### config.mk
export PLATFORM = sky130hd
export DESIGN_NAME = chr_regs
export DESIGN_NICKNAME = d
export VERILOG_FILES = /design/src/chr_pkg.sv /design/src/chr_regs.sv
export SDC_FILE = /design/constraint.sdc
export NUM_CORES = 1
export LEC_CHECK = 0
export ABC_CLOCK_PERIOD_IN_PS = 9300
export BUFFER_PORTS_ARGS = -buffer_cell sky130_fd_sc_hd__clkbuf_2
export CAP_MARGIN = 20
export CORE_ASPECT_RATIO = 0.8
export CORE_UTILIZATION = 45
export CTS_BUF_LIST = sky130_fd_sc_hd__clkbuf_2
export CTS_CLUSTER_SIZE = 12
export DETAILED_ROUTE_END_ITERATION = 6
export PLACE_DENSITY = 0.66
export SETUP_SLACK_MARGIN = 0.05
export SYNTH_ARGS = -nofsm -noshare
export SYNTH_HDL_FRONTEND = slang
export SYNTH_SLANG_ARGS = --single-unit
### constraint.sdc
create_clock -name clk -period 9.3 [get_ports clk]
set_clock_uncertainty 0.1 [all_clocks]
set_input_delay 0.465 -clock clk [delete_from_list [all_inputs] [get_ports clk]]
set_output_delay 0.465 -clock clk [all_outputs]
set_load 0.02 [all_outputs]
### src/chr_pkg.sv
// Purpose: Constants, types and state layout of the codec host register bank.
// Assumes: One 125 MHz clock; serial host pins are asynchronous to it.
// Notes: Register addresses are 8-bit address/command byte values.
// Function
// - Host threshold for voice activity detector is limited to 32767; negative words give 32767.
// - Signed host encoder offset is added to the encoder input signal.
// - Zero offset with compensation enabled freezes the current offset estimate.
// - Current encoder offset estimate is readable in its own read-only register.
// - Host word is applied directly as the encoder converter input.
// - Host ADM test byte feeds transcoding; refill need raises interrupt when enabled.
// - Reading the status register clears any pending interrupt request.
// - Data flags 5, 4, 1, 0 clear on access of their data register.
// - Voice flags 6 and 2 track detection; any change requests an interrupt.
// - Status bits 7 and 3 always read zero.
// - Encoder bits 5, 4 mean data available, or needed when transcoding.
// - Decoder bits 1, 0 mean data needed, or available when transcoding.
// - Envelope level registers report non-positive values, 0 down to -32768.
// - Decoder offset readback returns the decoder offset level supplied by the datapath.
// - Decoder linear PCM register updates raise interrupt when control bit 1 set.
// - Decoder ADM byte updates each eighth bit; interrupt when control bit 0 set.
// - PCM to ADM transcoded bits are delivered through the decoder ADM byte.
// - Offset value scales as voltage times 2^18 over full-scale reference.
// - Transfers are address byte then one or two data bytes, MSB first.
package chr_pkg;

  // ==========================================================================
  // Register addresses
  localparam logic [7:0] ADDR_STATUS    = 8'h80;
  localparam logic [7:0] ADDR_DEC_ENV   = 8'hd4;
  localparam logic [7:0] ADDR_DEC_OFS   = 8'hd5;
  localparam logic [7:0] ADDR_DEC_PCM   = 8'hd6;
  localparam logic [7:0] ADDR_DEC_ADM   = 8'hda;
  localparam logic [7:0] ADDR_ENC_THR   = 8'he2;
  localparam logic [7:0] ADDR_ENC_OFS   = 8'he3;
  localparam logic [7:0] ADDR_ENC_ENV   = 8'he4;
  localparam logic [7:0] ADDR_ENC_EST   = 8'he5;
  localparam logic [7:0] ADDR_ENC_PCM   = 8'he6;
  localparam logic [7:0] ADDR_ENC_CONV  = 8'he7;
  localparam logic [7:0] ADDR_ENC_ADMT  = 8'he8;
  localparam logic [7:0] ADDR_ENC_ADMO  = 8'hea;

  // ==========================================================================
  // Field positions and limits
  localparam int FLG_ENC_PCM = 3;
  localparam int FLG_ENC_ADM = 2;
  localparam int FLG_DEC_PCM = 1;
  localparam int FLG_DEC_ADM = 0;
  localparam int INT_ENC_PCM = 5;
  localparam int INT_ENC_ADM = 4;
  localparam int INT_DEC_PCM = 1;
  localparam int INT_DEC_ADM = 0;
  localparam logic [4:0]  BITS_NONE  = 5'h00;
  localparam logic [4:0]  BITS_BYTE  = 5'h08;
  localparam logic [4:0]  BITS_WORD  = 5'h10;
  localparam logic [4:0]  ADDR_LAST  = 5'h07;
  localparam logic [2:0]  ADM_LAST   = 3'h7;
  localparam logic [15:0] THR_MAX    = 16'h7fff;
  localparam logic [15:0] S16_MAX    = 16'h7fff;
  localparam logic [15:0] S16_MIN    = 16'h8000;
  localparam logic [15:0] ZERO16     = 16'h0000;
  localparam logic [15:0] ONE16      = 16'h0001;
  localparam logic [15:0] MINUS1_16  = 16'hffff;

  // ==========================================================================
  // Types
  typedef enum logic [1:0] {
    PH_ADDR  = 2'b00,
    PH_WDATA = 2'b01,
    PH_RDATA = 2'b10,
    PH_SKIP  = 2'b11
  } chr_phase_t;

  typedef struct packed {
    logic [15:0] encSample;
    logic        encSampleValid;
    logic        offCompEn;
    logic [15:0] decEnvLevel;
    logic [15:0] encEnvLevel;
    logic [15:0] decOffsetLevel;
    logic [15:0] decPcm;
    logic        decPcmValid;
    logic        decAdmBit;
    logic        decAdmBitValid;
    logic        encAdmTaken;
    logic [3:0]  flagEvent;
    logic        encVoice;
    logic        decVoice;
    logic        decTranscode;
    logic [7:0]  intCtrl;
  } chr_dp_in_t;

  typedef struct packed {
    logic [15:0] vadThreshold;
    logic [15:0] encAdjSample;
    logic        encAdjValid;
    logic [15:0] convWord;
    logic        convStrobe;
    logic [7:0]  admTestByte;
    logic        admTestStrobe;
  } chr_enc_out_t;

  typedef struct packed {
    logic [2:0]   csSync;
    logic [2:0]   sckSync;
    logic [2:0]   datSync;
    logic         csLvl;
    logic         sckLvl;
    chr_phase_t   phase;
    logic [4:0]   bitCnt;
    logic [4:0]   dataBits;
    logic [7:0]   addr;
    logic [15:0]  shiftIn;
    logic [15:0]  shiftOut;
    logic         replyData;
    logic         replyOe;
    chr_enc_out_t enc;
    logic [15:0]  encOffset;
    logic [15:0]  offEst;
    logic [15:0]  decPcm;
    logic [7:0]   decAdm;
    logic [7:0]   admShift;
    logic [2:0]   admCnt;
    logic [3:0]   flags;
    logic [1:0]   voice;
    logic         irq;
  } chr_state_t;

  localparam chr_state_t ST_RESET = '0;

endpackage : chr_pkg

### src/chr_regs.sv
// Purpose: Host serial register bank between host and encoder/decoder path.
// Assumes: Host pins are sampled with three flops; datapath is on clk.
// Notes: Reply data changes after the serial clock falls.
`timescale 1ns/10ps
module chr_regs (
  input  wire logic               clk,
  input  wire logic               nrst,
  input  wire logic               csN,
  input  wire logic               serialClk,
  input  wire logic               cmdData,
  output logic                    replyData,
  output logic                    replyOe,
  output logic                    irq,
  input  wire chr_pkg::chr_dp_in_t dpIn,
  output chr_pkg::chr_enc_out_t   encOut
);

  // ==========================================================================
  // Helpers
  function automatic logic [15:0] satAdd(input logic [15:0] a, input logic [15:0] b);
    logic [16:0] sum;
    sum = {a[15], a} + {b[15], b};
    if (sum[16] != sum[15]) begin
      satAdd = sum[16] ? chr_pkg::S16_MIN : chr_pkg::S16_MAX;
    end else begin
      satAdd = sum[15:0];
    end
  endfunction : satAdd

  function automatic logic [15:0] nonPos(input logic [15:0] v);
    nonPos = (v[15] || v == chr_pkg::ZERO16) ? v : chr_pkg::ZERO16;
  endfunction : nonPos

  function automatic logic [4:0] accessBits(input logic [7:0] a);
    unique case (a)
      chr_pkg::ADDR_STATUS, chr_pkg::ADDR_DEC_ADM, chr_pkg::ADDR_ENC_ADMO,
      chr_pkg::ADDR_ENC_ADMT:  accessBits = chr_pkg::BITS_BYTE;
      chr_pkg::ADDR_DEC_ENV, chr_pkg::ADDR_DEC_OFS, chr_pkg::ADDR_DEC_PCM,
      chr_pkg::ADDR_ENC_THR, chr_pkg::ADDR_ENC_OFS, chr_pkg::ADDR_ENC_ENV,
      chr_pkg::ADDR_ENC_EST, chr_pkg::ADDR_ENC_PCM,
      chr_pkg::ADDR_ENC_CONV: accessBits = chr_pkg::BITS_WORD;
      default:                 accessBits = chr_pkg::BITS_NONE;
    endcase
  endfunction : accessBits

  function automatic logic isWrite(input logic [7:0] a);
    isWrite = (a == chr_pkg::ADDR_ENC_THR) || (a == chr_pkg::ADDR_ENC_OFS) ||
              (a == chr_pkg::ADDR_ENC_CONV) || (a == chr_pkg::ADDR_ENC_ADMT);
  endfunction : isWrite

  // ==========================================================================
  // State
  chr_pkg::chr_state_t s;
  chr_pkg::chr_state_t next_s;

  logic        sckRise;
  logic        sckFall;
  logic        datBit;
  logic [7:0]  acByte;
  logic [15:0] wrWord;
  logic [15:0] rdWord;
  logic [7:0]  statusByte;
  logic [3:0]  flagSet;
  logic [3:0]  flagClr;
  logic [3:0]  flagIntEn;
  logic        irqSet;
  logic        irqClr;
  logic [15:0] adj;

  // ==========================================================================
  // Next state
  always_comb begin
    next_s = s;
    flagSet = s.flags & '0;
    flagClr = s.flags & '0;
    irqSet = 1'b0;
    irqClr = 1'b0;
    next_s.enc.convStrobe = 1'b0;
    next_s.enc.admTestStrobe = 1'b0;
    next_s.enc.encAdjValid = 1'b0;

    // Pin synchronisers; a level counts once the second and third flops agree.
    next_s.csSync = {s.csSync[1:0], csN};
    next_s.sckSync = {s.sckSync[1:0], serialClk};
    next_s.datSync = {s.datSync[1:0], cmdData};
    if (s.csSync[1] == s.csSync[2]) begin
      next_s.csLvl = s.csSync[2];
    end
    if (s.sckSync[1] == s.sckSync[2]) begin
      next_s.sckLvl = s.sckSync[2];
    end
    sckRise = s.sckSync[1] && s.sckSync[2] && !s.sckLvl;
    sckFall = !s.sckSync[1] && !s.sckSync[2] && s.sckLvl;
    datBit = s.datSync[2];
    acByte = {s.shiftIn[6:0], datBit};
    wrWord = {s.shiftIn[14:0], datBit};

    statusByte = {1'b0, s.voice[1], s.flags[chr_pkg::FLG_ENC_PCM],
                  s.flags[chr_pkg::FLG_ENC_ADM], 1'b0, s.voice[0],
                  s.flags[chr_pkg::FLG_DEC_PCM], s.flags[chr_pkg::FLG_DEC_ADM]};

    unique case (acByte)
      chr_pkg::ADDR_STATUS:  rdWord = {statusByte, 8'h00};
      chr_pkg::ADDR_DEC_ENV: rdWord = nonPos(dpIn.decEnvLevel);
      chr_pkg::ADDR_DEC_OFS: rdWord = dpIn.decOffsetLevel;
      chr_pkg::ADDR_DEC_PCM: rdWord = s.decPcm;
      chr_pkg::ADDR_DEC_ADM: rdWord = {s.decAdm, 8'h00};
      chr_pkg::ADDR_ENC_ENV: rdWord = nonPos(dpIn.encEnvLevel);
      chr_pkg::ADDR_ENC_EST: rdWord = s.offEst;
      default:               rdWord = chr_pkg::ZERO16;
    endcase

    // ==========================================================================
    // Serial host transfer: address byte, then data bits MSB first.
    if (s.csLvl) begin
      next_s.phase = chr_pkg::PH_ADDR;
      next_s.bitCnt = '0;
      next_s.replyOe = 1'b0;
    end else if (sckRise) begin
      next_s.shiftIn = wrWord;
      next_s.bitCnt = s.bitCnt + 5'h01;
      unique case (s.phase)
        chr_pkg::PH_ADDR: begin
          if (s.bitCnt == chr_pkg::ADDR_LAST) begin
            next_s.addr = acByte;
            next_s.bitCnt = '0;
            next_s.dataBits = accessBits(acByte);
            if (acByte == chr_pkg::ADDR_STATUS) begin
              irqClr = 1'b1;
            end
            flagClr[chr_pkg::FLG_DEC_PCM] = (acByte == chr_pkg::ADDR_DEC_PCM);
            flagClr[chr_pkg::FLG_DEC_ADM] = (acByte == chr_pkg::ADDR_DEC_ADM);
            flagClr[chr_pkg::FLG_ENC_PCM] = (acByte == chr_pkg::ADDR_ENC_PCM);
            flagClr[chr_pkg::FLG_ENC_ADM] = (acByte == chr_pkg::ADDR_ENC_ADMO) ||
                                            (acByte == chr_pkg::ADDR_ENC_ADMT);
            if (accessBits(acByte) == chr_pkg::BITS_NONE) begin
              next_s.phase = chr_pkg::PH_ADDR;
            end else if (isWrite(acByte)) begin
              next_s.phase = chr_pkg::PH_WDATA;
            end else begin
              next_s.phase = chr_pkg::PH_RDATA;
              next_s.shiftOut = rdWord;
              next_s.replyOe = 1'b1;
            end
          end
        end
        chr_pkg::PH_WDATA: begin
          if (s.bitCnt == s.dataBits - 5'h01) begin
            next_s.phase = chr_pkg::PH_SKIP;
            unique case (s.addr)
              chr_pkg::ADDR_ENC_THR: begin
                next_s.enc.vadThreshold = wrWord[15] ? chr_pkg::THR_MAX : wrWord;
              end
              chr_pkg::ADDR_ENC_OFS: begin
                next_s.encOffset = wrWord;
                if (!(dpIn.offCompEn && wrWord == chr_pkg::ZERO16)) begin
                  next_s.offEst = wrWord;
                end
              end
              chr_pkg::ADDR_ENC_CONV: begin
                next_s.enc.convWord = wrWord;
                next_s.enc.convStrobe = 1'b1;
              end
              chr_pkg::ADDR_ENC_ADMT: begin
                next_s.enc.admTestByte = wrWord[7:0];
                next_s.enc.admTestStrobe = 1'b1;
              end
              default: begin
                next_s.phase = chr_pkg::PH_SKIP;
              end
            endcase
          end
        end
        chr_pkg::PH_RDATA: begin
          if (s.bitCnt == s.dataBits - 5'h01) begin
            next_s.phase = chr_pkg::PH_SKIP;
          end
        end
        chr_pkg::PH_SKIP: begin
          next_s.bitCnt = s.bitCnt;
        end
      endcase
    end else if (sckFall && s.phase == chr_pkg::PH_RDATA) begin
      next_s.replyData = s.shiftOut[15];
      next_s.shiftOut = {s.shiftOut[14:0], 1'b0};
    end

    // ==========================================================================
    // Encoder offset path; a zero offset with compensation on holds the estimate.
    adj = satAdd(dpIn.encSample, s.offEst);
    if (dpIn.encSampleValid) begin
      next_s.enc.encAdjSample = adj;
      next_s.enc.encAdjValid = 1'b1;
      if (dpIn.offCompEn && s.encOffset != chr_pkg::ZERO16) begin
        next_s.offEst = satAdd(s.offEst, adj[15] ? chr_pkg::ONE16 : chr_pkg::MINUS1_16);
      end
    end

    // ==========================================================================
    // Decoder read-back data.
    if (dpIn.decPcmValid) begin
      next_s.decPcm = dpIn.decPcm;
      flagSet[chr_pkg::FLG_DEC_PCM] = dpIn.decTranscode;
      irqSet = irqSet | dpIn.intCtrl[chr_pkg::INT_DEC_PCM];
    end
    if (dpIn.decAdmBitValid) begin
      next_s.admShift = {s.admShift[6:0], dpIn.decAdmBit};
      next_s.admCnt = s.admCnt + 3'h1;
      if (s.admCnt == chr_pkg::ADM_LAST) begin
        next_s.decAdm = {s.admShift[6:0], dpIn.decAdmBit};
        flagSet[chr_pkg::FLG_DEC_ADM] = dpIn.decTranscode;
        irqSet = irqSet | dpIn.intCtrl[chr_pkg::INT_DEC_ADM];
      end
    end
    flagSet[chr_pkg::FLG_ENC_ADM] = flagSet[chr_pkg::FLG_ENC_ADM] | dpIn.encAdmTaken;

    // ==========================================================================
    // Flags and interrupt request; a set in the clearing cycle wins.
    flagSet = flagSet | dpIn.flagEvent;
    flagIntEn = {dpIn.intCtrl[chr_pkg::INT_ENC_PCM], dpIn.intCtrl[chr_pkg::INT_ENC_ADM],
                 dpIn.intCtrl[chr_pkg::INT_DEC_PCM], dpIn.intCtrl[chr_pkg::INT_DEC_ADM]};
    next_s.flags = (s.flags & ~flagClr) | flagSet;
    next_s.voice = {dpIn.encVoice, dpIn.decVoice};
    irqSet = irqSet || (|(flagSet & flagIntEn)) || (next_s.voice != s.voice);
    next_s.irq = (s.irq && !irqClr) || irqSet;
  end

  always_ff @(posedge clk or negedge nrst) begin
    if (!nrst) begin
      s <= chr_pkg::ST_RESET;
    end else begin
      s <= next_s;
    end
  end

  // ==========================================================================
  // Outputs
  assign replyData = s.replyData;
  assign replyOe = s.replyOe;
  assign irq = s.irq;
  assign encOut = s.enc;

endmodule : chr_regs

## After elaboration in Yosys (flattened, before gate mapping)

Index checks and enable logic that the tools add are counted.

- RAM bits: 0
- Word-level logic and storage cells: 191
- ROM bits: 0
- Bits in latches: 0
- Register bits: 197
- Memories kept: 0

- Add/subtract/negate cells: 5
- Multiply operators: 0
- Magnitude comparators: 0
- Reductions and logical operators: 48
- Bitwise logic cells: 8
- Div/mod/pow operators: 0
- Muxes and demuxes: 64
- Shift-type cells: 0
- Equality and inequality tests: 37

Operator list:

| kind | number |
|---|---|
| $mux W16 | 18 |
| $mux W42 | 4 |
| $eq A8 B8 Y1 const B | 17 |
| $pmux W16 S7 | 1 |
| $logic_not A16 Y1 | 3 |
| $mux W36 | 1 |
| $add A16 B16 Y17 | 2 |
| $mux W17 | 2 |
| $mux W32 | 1 |
| $reduce_and A5 Y1 | 5 |
| $mux W20 | 1 |
| $mux W5 | 4 |
| $pmux W5 S2 | 2 |
| $mux W1 | 18 |
| $mux W4 | 4 |
| $reduce_bool A16 Y1 | 1 |
| $mux W15 | 1 |
| $mux W13 | 1 |
| $ne A2 B2 Y1 const B | 5 |
| $logic_or A1 B1 Y1 | 9 |
| $mux W9 | 1 |
| $reduce_or A9 Y1 | 1 |
| $and A4 B4 Y4 | 2 |
| $logic_and A1 B1 Y1 | 8 |
| other kinds (33) | 50 |

## Logic depth before layout (Yosys ltp)

Gate-level depths: netlist of the first run.

- Word-level depth: 13
- Mapped depth: 18

## Least setup slack after synthesis of the first run

OpenSTA, ideal clock, no wires.

- Path type: input port to flip-flop
- Start point: input dpIn[85] (netlist bit)
- End point: register s[50] (netlist bit)
- Arrival: 4.449 ns
- Setup time: 0.096 ns
- Slack: 4.655 ns
- Stages on the path: 17
- Buffers on the path: 1
- Path through: ha_1 -> fa_1 -> a21o_1 -> a221oi_2 -> a21oi_1 -> a21oi_1 -> o22ai_1 -> ha_1 -> a21o_1 -> a21oi_2 -> a21oi_2 -> o21a_1 -> or3_4 -> o311ai_4 -> buf_6 -> nor2_1 -> a311oi_2

RTL lines:

| item | line | RTL |
|---|---|---|
| from (decl) | chr_regs.sv:14 | `input wire chr_pkg::chr_dp_in_t dpIn,` |
| to (signal assigned) | chr_regs.sv:230 | `s <= chr_pkg::ST_RESET;` |
| to (signal assigned) | chr_regs.sv:232 | `s <= next_s;` |
| to (decl) | chr_regs.sv:53 | `chr_pkg::chr_state_t s;` |

==> flow_metrics.py, run 1 <==
metrics = {
    "global_route": {
        "grtUsageTotal_pct": 23.1,
        "grt_first_pass_wirelength_mm": 44.2,
        "met1_usage_pct": 34.9,
        "grtUsageMet2_pct": 33.3,
        "antenna_found_initial": 0,
        "busiest_layer": "met1",
        "grt_pass1_vias": 8233,
        "grt_overflow_total": 0,
        "grt_max_degree": 98,
        "grt_use_met3_pct": 5.41,
    },
    "clocking": {
        "hold_buffers": 56,
        "postCtsSetupBuffers": 0,
        "cts_resized": 0,
        "cts_buffer_depth": 2,
        "root_buffer": "clkbuf_2",
        "clk_latency_ps": 760,
        "clock_sinks": 192,
        "clk_pin_slew_worst_paths_ps": 260,
        "cts_made_buffers": 17,
        "cts_tree": "yes",
        "cts_max_level": 4,
    },
    "min_path": {
        "min_path_cells": 4,
        "min_to": "encOut[28]$_DFFE_PN0P_",
        "worstHoldStart": "dpIn[86]",
        "hold_class": "in -> reg",
    },
    "timing": {
        "fmax_mhz": 186,
        "setup_ws_ps": 3910,
        "finalSetupViolCount": 0,
        "fin_crit_ps": 5390,
        "slew_headroom_pct": 30.8,
        "setup_tns_ps": 0,
        "finalCritPeriodShare_pct": 57.9,
        "tightest_slew_ps": 1030,
        "rsz0062_at_grt": "false",
        "drv_slew": 0,
        "finalHoldViolCount": 0,
    },
    "setup_path": {
        "crit_path_start": "s[42]$_DFF_PN0_",
        "crit_type": "reg -> reg",
        "cp.required_ps": 9880,
        "reg2reg_to": "s[45]$_DFF_PN0_",
        "cp-start-kind": "flip-flop",
        "critical_path.max_fanout": 16,
        "cp_data_arrival_time_ps": 5970,
        "timing.rr.start": "s[42]$_DFF_PN0_",
        "r2r_slack_ps": 3910,
        "cp-end-kind": "flip-flop",
        "rr_worst_depth": 17,
    },
    "detailed_routing": {
        "first_iter_violations": 729,
        "dr.pass1.iters": 6,
        "vias": 8569,
        "avgViaCountPerCell": 5.60,
        "wl_per_cell_um": 17.8,
        "drc_errors": 0,
        "routed_wl_mm": 27.2,
        "postRouteAntennaNets": 0,
    },
    "yosys": {
        "synthFlopType": "dfrtp_1",
        "synth_edf_count": 0,
        "netlist_instances": 1076,
        "synthAdderAreaFrac_pct": 5.18,
        "synth_area_um2": 10600,
        "post_synth_and_or_nand_nor_area_fraction_pct": 15.1,
        "ys_ff_latch": 192,
        "ys_seq_area_share_pct": 45.2,
        "yosys.cell_types.count": 72,
        "ys_async_sr_fraction_pct": 100,
        "synth_xor_area_share_pct": 2.47,
        "synth_area_leaders": "dfrtp_1, mux2_2, ha_1, nand2_1, buf_4",
        "muxShareOfSynthArea_pct": 8.84,
        "yosys_warnings": 0,
        "synth_top_family_by_area": "compound AO/OA/AOI/OAI gates",
        "synthesis.nets": 1224,
        "avgSynthCellArea_um2": 9.87,
        "synth_top_area_cell": "dfrtp_1",
        "synth.top_cell.area_share_pct": 45.2,
        "synth_compound_area_share_pct": 15.9,
    },
    "place": {
        "portBuffers": 162,
        "hpwl_mm": 19.6,
        "gp_congestion": 0.949,
        "dp_slack_ps": 3970,
    },
    "floorplan": {
        "die_w_um": 174,
        "chipHeight_um": 139,
        "num_rows": 49,
        "ios": 168,
        "start_util_pct": 46.6,
        "core_um2": 22800,
        "die_area_um2": 24200,
    },
    "final_layout": {
        "area_delta_synth_final_pct": 13.2,
        "layout_common_cells": "dfrtp_1, clkbuf_2, nand2_1",
        "drive_above_1_share_pct": 25.0,
        "final_common_cell": "dfrtp_1",
        "num_antenna_cells": 0,
        "layout.nets": 1360,
    },
    "flow_run": {
        "cap_violations": 0,
    },
    "pwr": {
        "power.density_nw_per_um2": 146,
        "p_leak_uw": 0.00566,
        "ir_worst_vdd_uv": 83.0,
    },
    "status": {
        "status": "completed",
    },
}
==> routing by layer <==
layer / share of wire [%] / wire length, µm
met1: 50 / 13500
met2: 42 / 11400
met3: 7.2 / 1950
met4: 1.1 / 313
met5: 0 / 0
==> kinds of logic after synthesis <==
| kind of cell | count (synthesis) |
|---|---|
| AND/OR/NAND/NOR | 341 |
| XOR/XNOR | 30 |
| other | 1 |
| flip-flops | 192 |
| multiplexers | 84 |
| AO/OA/AOI/OAI | 243 |
| buffers and inverters | 142 |
| adder cells (fa/ha/maj) | 43 |
==> sequential cells by signal, indices dropped and copies added (netlist names) <==
signal	flops
irq	1
next_s	6
encOut	58
replyData	1
acByte	8
s	117
replyOe	1
==> report_power, final <==
group | internal, µW | switching, µW
Combinational | 161 | 182
Clock | 128 | 294
Sequential | 902 | 93.7
Total | 1190 | 570
==> cells in the mapped netlist, drive strengths merged (16+ instances only) <==
library cell,n
mux2,79
nand2,125
inv,32
a22oi,22
clkbuf,37
a31oi,17
o22ai,20
o21ai,37
buf,73
nor3,16
xnor2,19
dfrtp,192
nor2,102
a221oi,21
a21oi,66
ha,40
==> worst max-delay path, cell delays in order (launching register included) <==
cell and delay (ps):
dfrtp_1 530, ha_1 270, fa_1 430, a21o_1 200
a221oi_2 320, a21oi_1 150, a21oi_1 280, o22ai_1 190
buf_4 240, ha_1 360, a21o_1 190, a21oi_2 160
a21oi_2 90, o21a_1 240, or3_4 440, o311ai_4 610
nor2_2 220, a311oi_1 300
==> how the worst max path moves through the flow <==
stage	slack, ps	depth (start not counted)	to
2_1_floorplan	4660	17	s[50]$_DFF_PN0_
3_3_place_gp	4030	18	s[45]$_DFF_PN0_
3_5_place_dp	3970	18	s[45]$_DFF_PN0_
4_1_cts	4010	17	s[45]$_DFF_PN0_
5_1_grt	3640	17	s[42]$_DFF_PN0_
6_report	3910	17	s[45]$_DFF_PN0_
==> final cells by class <==
| cell class | count | area (µm²) |
|---|---|---|
| multi-input cells | 742 | 5040 |
| repair buffers | 227 | 1450 |
| fillers | 2096 | 10800 |
| clock inverters | 12 | 133 |
| flip-flops and latches | 192 | 4800 |
| clock buffers | 20 | 100 |
| inverters | 32 | 120 |
| well taps | 306 | 383 |
==> through the flow <==
stage | cell area [µm²] | cells | power, µW | hold WS [ps] | util (%)
after floorplan | 10600 | 1076 | 1230 | 69.4 | -
after global placement | 11200 | 1443 | 1330 | 232 | 49.3
after detailed placement | 11200 | 1443 | 1330 | 236 | 49.3
after CTS | 12000 | 1531 | 1770 | 3.74 | 52.7
after global routing | 12000 | 1531 | 1850 | 16.4 | 52.7
final | 12000 | 1531 | 1760 | 74.9 | 52.7
Power figures use the tool's default switching activity.
==> run 2, diff against run 1 <==
Settings changed: ABC_CLOCK_PERIOD_IN_PS 9300 to 5200.
Clock period 9.3 ns to 5.2 ns, I/O delays scaled along.
==> run 2 against run 1 <==
  * Flip-flop and latch count stayed put
  * Largest power group unchanged
  * The run now ends with design-rule violations left
  * Largest cell class unchanged
  * Die area unchanged
  * Clock-buffer cell count is 1 lower
  * Combinational power increased by 94%
  * Fmax grew 10%
  * Register-to-register slack lost 3600 ps
  * Critical endpoint is now s[46]$_DFF_PN0_
==> flow_metrics.py, run 2 (synthesis results as in run 1) <==
metrics = {
    "setup_path": {
        "cp_data_arrival_time_ps": 5480,
        "critical_path.max_fanout": 10,
        "max_stage_delay_ps": 460,
        "cp_cell_sequence": "ha_1 -> fa_1 -> a21o_1 -> a221oi_2 -> a21oi_1 -> a21oi_2 -> o22ai_1 -> buf_4 -> ha_1 -> and2_1 -> and4_1 -> o2111ai_2 -> a31oi_4 -> a211oi_4 -> o311ai_4 -> buf_4 -> nor2_1 -> a311oi_1",
        "cp-end-kind": "flip-flop",
        "cp-start-kind": "flip-flop",
        "worst_path_max_delay_cell": "dfrtp_1",
        "crit_type": "reg -> reg",
        "cp.required_ps": 5790,
    },
    "timing": {
        "drv_slew": 0,
        "slew_headroom_pct": 27.4,
        "tightest_slew_ps": 1090,
        "rsz0062_at_grt": "false",
        "finalCritPeriodShare_pct": 93.9,
        "setup_tns_ps": 0,
        "fmax_mhz": 205,
        "fin_crit_ps": 4880,
        "finalHoldViolCount": 0,
        "finalSetupViolCount": 0,
    },
    "clocking": {
        "cts_made_buffers": 17,
        "cts_tree": "yes",
        "clk_latency_ps": 800,
        "cts_max_level": 4,
        "cts_buffer_depth": 2,
        "root_buffer": "clkbuf_2",
        "clk_pin_slew_worst_paths_ps": 290,
        "clock_sinks": 192,
    },
    "status": {
        "violations": "design-rule violations",
        "status": "complete, but fails checks",
    },
    "detailed_routing": {
        "routed_wl_mm": 28.6,
        "vias": 8845,
        "wl_per_cell_um": 17.9,
        "drc_errors": 4,
        "first_iter_violations": 818,
        "avgViaCountPerCell": 5.53,
        "dr.pass1.iters": 7,
        "postRouteAntennaNets": 0,
    },
    "global_route": {
        "grt_max_degree": 177,
        "antenna_found_initial": 1,
        "grtUsageTotal_pct": 23.8,
        "grt_overflow_total": 0,
        "grt_pass1_vias": 8624,
        "grt_first_pass_wirelength_mm": 45.6,
    },
    "place": {
        "portBuffers": 162,
        "gp_congestion": 0.940,
        "hpwl_mm": 19.8,
    },
    "pwr": {
        "p_int_uw": 2130,
        "p_total_uw": 3180,
        "power.switching_uw": 1050,
        "power.density_nw_per_um2": 250,
        "clockPowerShare_pct": 23.0,
        "power_frac_comb_pct": 20.8,
        "p_leak_uw": 0.00596,
        "ir_worst_vdd_uv": 176,
        "pwr-share-seq_pct": 56.2,
        "p_sw_share_pct": 33.0,
    },
    "min_path": {
        "hold_class": "in -> async",
    },
    "final_layout": {
        "largest_register_ffs": 117,
        "final_common_cell": "dfrtp_1",
        "drive_above_1_share_pct": 24.9,
        "area_delta_synth_final_pct": 19.5,
        "layout.nets": 1428,
        "layout_common_cells": "dfrtp_1, clkbuf_2, nand2_1",
        "regMostFlops": "s",
        "final_util_pct": 55.7,
    },
    "floorplan": {
        "die_w_um": 174,
        "num_rows": 49,
        "start_util_pct": 46.6,
        "core_um2": 22800,
        "die_area_um2": 24200,
        "chipHeight_um": 139,
        "ios": 168,
    },
    "flow_run": {
        "cap_violations": 0,
    },
}
[run 2: cell types whose count changed in the layout (fill, tap and decap cells not counted), moves of 2 or more]
cell,previous run,this run
dlygate4sd3_1,56,109
buf_4,9,23
clkinv_4,2,6
clkinv_2,2,0
inv_6,3,1
inv_8,0,2
[run 2: area by class of cell]
| cell class | instances | area, µm² |
|---|---|---|
| antenna | 1 | 2.50 |
| clock buffer | 19 | 95.1 |
| clock inverter | 13 | 133 |
| fill | 2079 | 10100 |
| inverter | 32 | 120 |
| multi-input combinational | 742 | 5050 |
| sequential | 192 | 4800 |
| tap | 306 | 383 |
| timing repair buffer | 295 | 2100 |
[run 2: per-stage QoR]
step           cells  setup WS [ps]  cell area, µm²  hold slack (ps)
2_1_floorplan   1076            607           10600             -136
3_3_place_gp    1457            247           11400             18.7
3_5_place_dp    1457            168           11400             19.2
4_1_cts         1598            130           12700             1.80
5_1_grt         1600           58.7           12700             38.2
6_report        1600            317           12700             26.3
[run 2: power groups by stage]
stage	logic, µW	registers (µW)	clock network, µW
2_1_floorplan	493	1700	0
3_3_place_gp	573	1800	0
3_5_place_dp	582	1810	0
4_1_cts	653	1780	755
5_1_grt	728	1810	803
6_report	662	1790	730
[run 2: critical path, delay by kind of cell (launching register included)]
kind                     cells  cell delay (ps)
AO/OA/AOI/OAI               10             2240
adder cells (fa/ha/maj)      3             1060
buffers and inverters        2              450
flip-flops                   1              460
AND/OR/NAND/NOR              3              490
[run 2: worst paths after layout]
path                       cells after the start  slack (ps)                      to             startpoint
min reg2reg                                    0         280   next_s[191]$_DFF_PN0_  next_s[190]$_DFF_PN0_
min in group clk                               7          90      s[150]$_DFFE_PN0P_               dpIn[50]
max in group asynchronous                      3        4060  encOut[28]$_DFFE_PN0P_                   nrst
min                                            3          30       s[29]$_DFFE_PN0P_                   nrst
max                                           18         320         s[46]$_DFF_PN0_        s[42]$_DFF_PN0_
max reg2reg                                   18         320         s[46]$_DFF_PN0_        s[42]$_DFF_PN0_
[run 2: what timing repair did]
item,CTS,global route
endpoints found under the hold margin,261,0
buffers inserted,0,0
hold buffers,109,0
setup endpoints to repair,0,7
gates resized for setup,0,2
[run 2: layer usage]
layer  up-vias  share of wire (%)  global-route usage, %
met5         -                  0                      0
met4         0                1.8                   6.09
met3        39                7.4                   6.09
met2       335                 43                   35.2
met1      4259                 48                   34.8
li1       4212                  -                      -
==> run 3, diff against run 2 <==
==> constraint.sdc (replaced) <==
create_clock -name clk -period 5.2 [get_ports clk]
set_clock_uncertainty 0.1 [all_clocks]
set_input_delay 1.04 -clock clk [delete_from_list [all_inputs] [get_ports clk]]
set_output_delay 1.04 -clock clk [all_outputs]
set_load 0.02 [all_outputs]
==> run 3 against run 2 <==
  * The flow still finishes with violations (design-rule violations)
  * Fmax up 2.7%
  * Via count down 4.4%
  * Design area down 6.8%
  * Flip-flop and latch count unchanged
  * Register-to-register slack better by 130 ps
  * Non-clock buffer count down 81
  * Power up 0.43%
  * Sequential share of layout area up 2.7 points
  * Critical path depth down 1
  * Critical path type unchanged
  * Critical endpoint unchanged
  * Largest power group unchanged
==> flow_metrics.py, run 3 (synthesis results as in run 1) <==
metrics = {
    "global_route": {
        "grt_pass1_vias": 8135,
        "grt_overflow_total": 0,
        "grt_first_pass_wirelength_mm": 43.3,
        "grtUsageTotal_pct": 22.6,
        "antenna_found_initial": 0,
        "grt_max_degree": 120,
    },
    "status": {
        "violations": "design-rule violations",
        "status": "complete, but fails checks",
    },
    "pwr": {
        "p_leak_uw": 0.00564,
        "clockPowerShare_pct": 24.3,
        "p_total_uw": 3190,
        "ir_worst_vdd_uv": 223,
        "p_sw_share_pct": 32.8,
        "power.density_nw_per_um2": 270,
        "p_int_uw": 2140,
        "power.switching_uw": 1050,
        "pwr-share-seq_pct": 55.9,
        "power_frac_comb_pct": 19.8,
    },
    "clocking": {
        "postCtsSetupBuffers": 0,
        "clock_sinks": 192,
        "clk_pin_slew_worst_paths_ps": 300,
        "cts_tree": "yes",
        "hold_buffers": 0,
        "cts_made_buffers": 17,
        "cts_buffer_depth": 2,
        "clk_latency_ps": 790,
        "cts_max_level": 4,
        "root_buffer": "clkbuf_2",
        "cts_resized": 0,
    },
    "setup_path": {
        "critical_path.max_fanout": 12,
        "cp_cell_sequence": "ha_1 -> fa_1 -> a21o_1 -> a221oi_2 -> a21oi_1 -> a21oi_1 -> o22ai_2 -> ha_1 -> a21o_1 -> a21oi_2 -> a21oi_2 -> o21a_1 -> or3_4 -> o311ai_4 -> buf_4 -> nor2_1 -> a311oi_1",
        "cp-end-kind": "flip-flop",
        "cp_num_buf_inv": 1,
        "cp.required_ps": 5800,
        "cp_data_arrival_time_ps": 5350,
        "max_stage_delay_ps": 490,
        "cp_top_family": "compound AO/OA/AOI/OAI gates",
        "crit_path_start": "s[42]$_DFF_PN0_",
        "timing.rr.start": "s[42]$_DFF_PN0_",
        "cp-start-kind": "flip-flop",
        "crit_type": "reg -> reg",
        "worst_path_max_delay_cell": "dfrtp_1",
    },
    "timing": {
        "rsz0062_at_grt": "false",
        "tightest_slew_ps": 1040,
        "fin_crit_ps": 4750,
        "finalCritPeriodShare_pct": 91.4,
        "setup_ws_ps": 447,
        "fmax_mhz": 210,
        "drv_slew": 0,
        "setup_tns_ps": 0,
        "finalSetupViolCount": 0,
        "finalHoldViolCount": 0,
        "slew_headroom_pct": 30.6,
    },
    "place": {
        "dp_slack_ps": -176,
        "dp.cells": 1486,
        "hpwl_mm": 20.0,
        "portBuffers": 162,
        "gp_congestion": 0.913,
    },
    "final_layout": {
        "final_util_pct": 51.9,
        "num_antenna_cells": 0,
        "layout.nets": 1347,
        "regMostFlops": "s",
        "layout_common_cells": "dfrtp_1, clkbuf_2, nand2_1",
        "instances_no_fill": 1518,
        "final_common_cell": "dfrtp_1",
        "largest_register_ffs": 117,
        "area_delta_synth_final_pct": 11.4,
        "drive_above_1_share_pct": 29.0,
        "nFillCells": 2112,
    },
    "detailed_routing": {
        "vias": 8453,
        "drc_errors": 2,
        "first_iter_violations": 674,
        "wl_per_cell_um": 17.9,
        "avgViaCountPerCell": 5.57,
        "postRouteAntennaNets": 0,
        "routed_wl_mm": 27.1,
        "dr.pass1.iters": 7,
    },
    "floorplan": {
        "chipHeight_um": 139,
        "start_util_pct": 46.6,
        "die_area_um2": 24200,
        "num_rows": 49,
        "ios": 168,
        "die_w_um": 174,
        "core_um2": 22800,
    },
    "flow_run": {
        "cap_violations": 0,
    },
    "min_path": {
        "worstHoldStart": "dpIn[9]",
        "hold_class": "in -> reg",
    },
}
run 3: changes by cell type in the layout (fill, tap and decap cells not counted), sizes merged:
cell         delta
diode           -1
buf            +28
clkinv          -1
clkbuf          -2
dlygate4sd3   -109
inv             +2
bufinv          +1
run 3: metal layers:
layer  up-vias  share of wire (%)  GRT usage, %
met3        29                7.7          6.64
met1      4080                 48          33.5
met2       305                 43          32.4
li1       4039                  -             -
met4         0                1.2          5.12
met5         -                  0             0
run 3: cell type report:
cell class                 count  area, µm²  share of cell area, %
sequential                   192       4800                   40.6
timing repair buffer         214       1230                   10.4
clock buffer                  17       85.1                  0.719
clock inverter                15        159                   1.34
multi-input combinational    742       5050                   42.7
inverter                      32        120                   1.01
tap                          306        383                   3.24
run 3: per-stage QoR:
| stage | instance area (µm²) | hold slack [ps] |
|---|---|---|
| after detailed placement | 11600 | 236 |
| after floorplan | 10600 | 231 |
| final | 11800 | 230 |
| after CTS | 11800 | 162 |
| after global placement | 11600 | 235 |
| after global routing | 11800 | 120 |
run 3: worst paths after layout:
check	endpoint	depth (start not counted)	slack, ps
max	s[46]$_DFF_PN0_	17	450
min	s[1]$_DFF_PN0_	1	230
max reg2reg	s[46]$_DFF_PN0_	17	450
min reg2reg	next_s[194]$_DFF_PN0_	0	280
max in group asynchronous	encOut[4]$_DFFE_PN0P_	2	3780
min in group asynchronous	encOut[41]$_DFFE_PN0P_	1	240
run 3: power groups by stage:
stage | Sequential (µW) | Combinational [µW] | Clock (µW)
finish | 1780 | 632 | 776
global route | 1810 | 699 | 858
CTS | 1780 | 632 | 794
detailed placement | 1810 | 629 | 0
global placement | 1800 | 614 | 0
floorplan | 1700 | 494 | 0
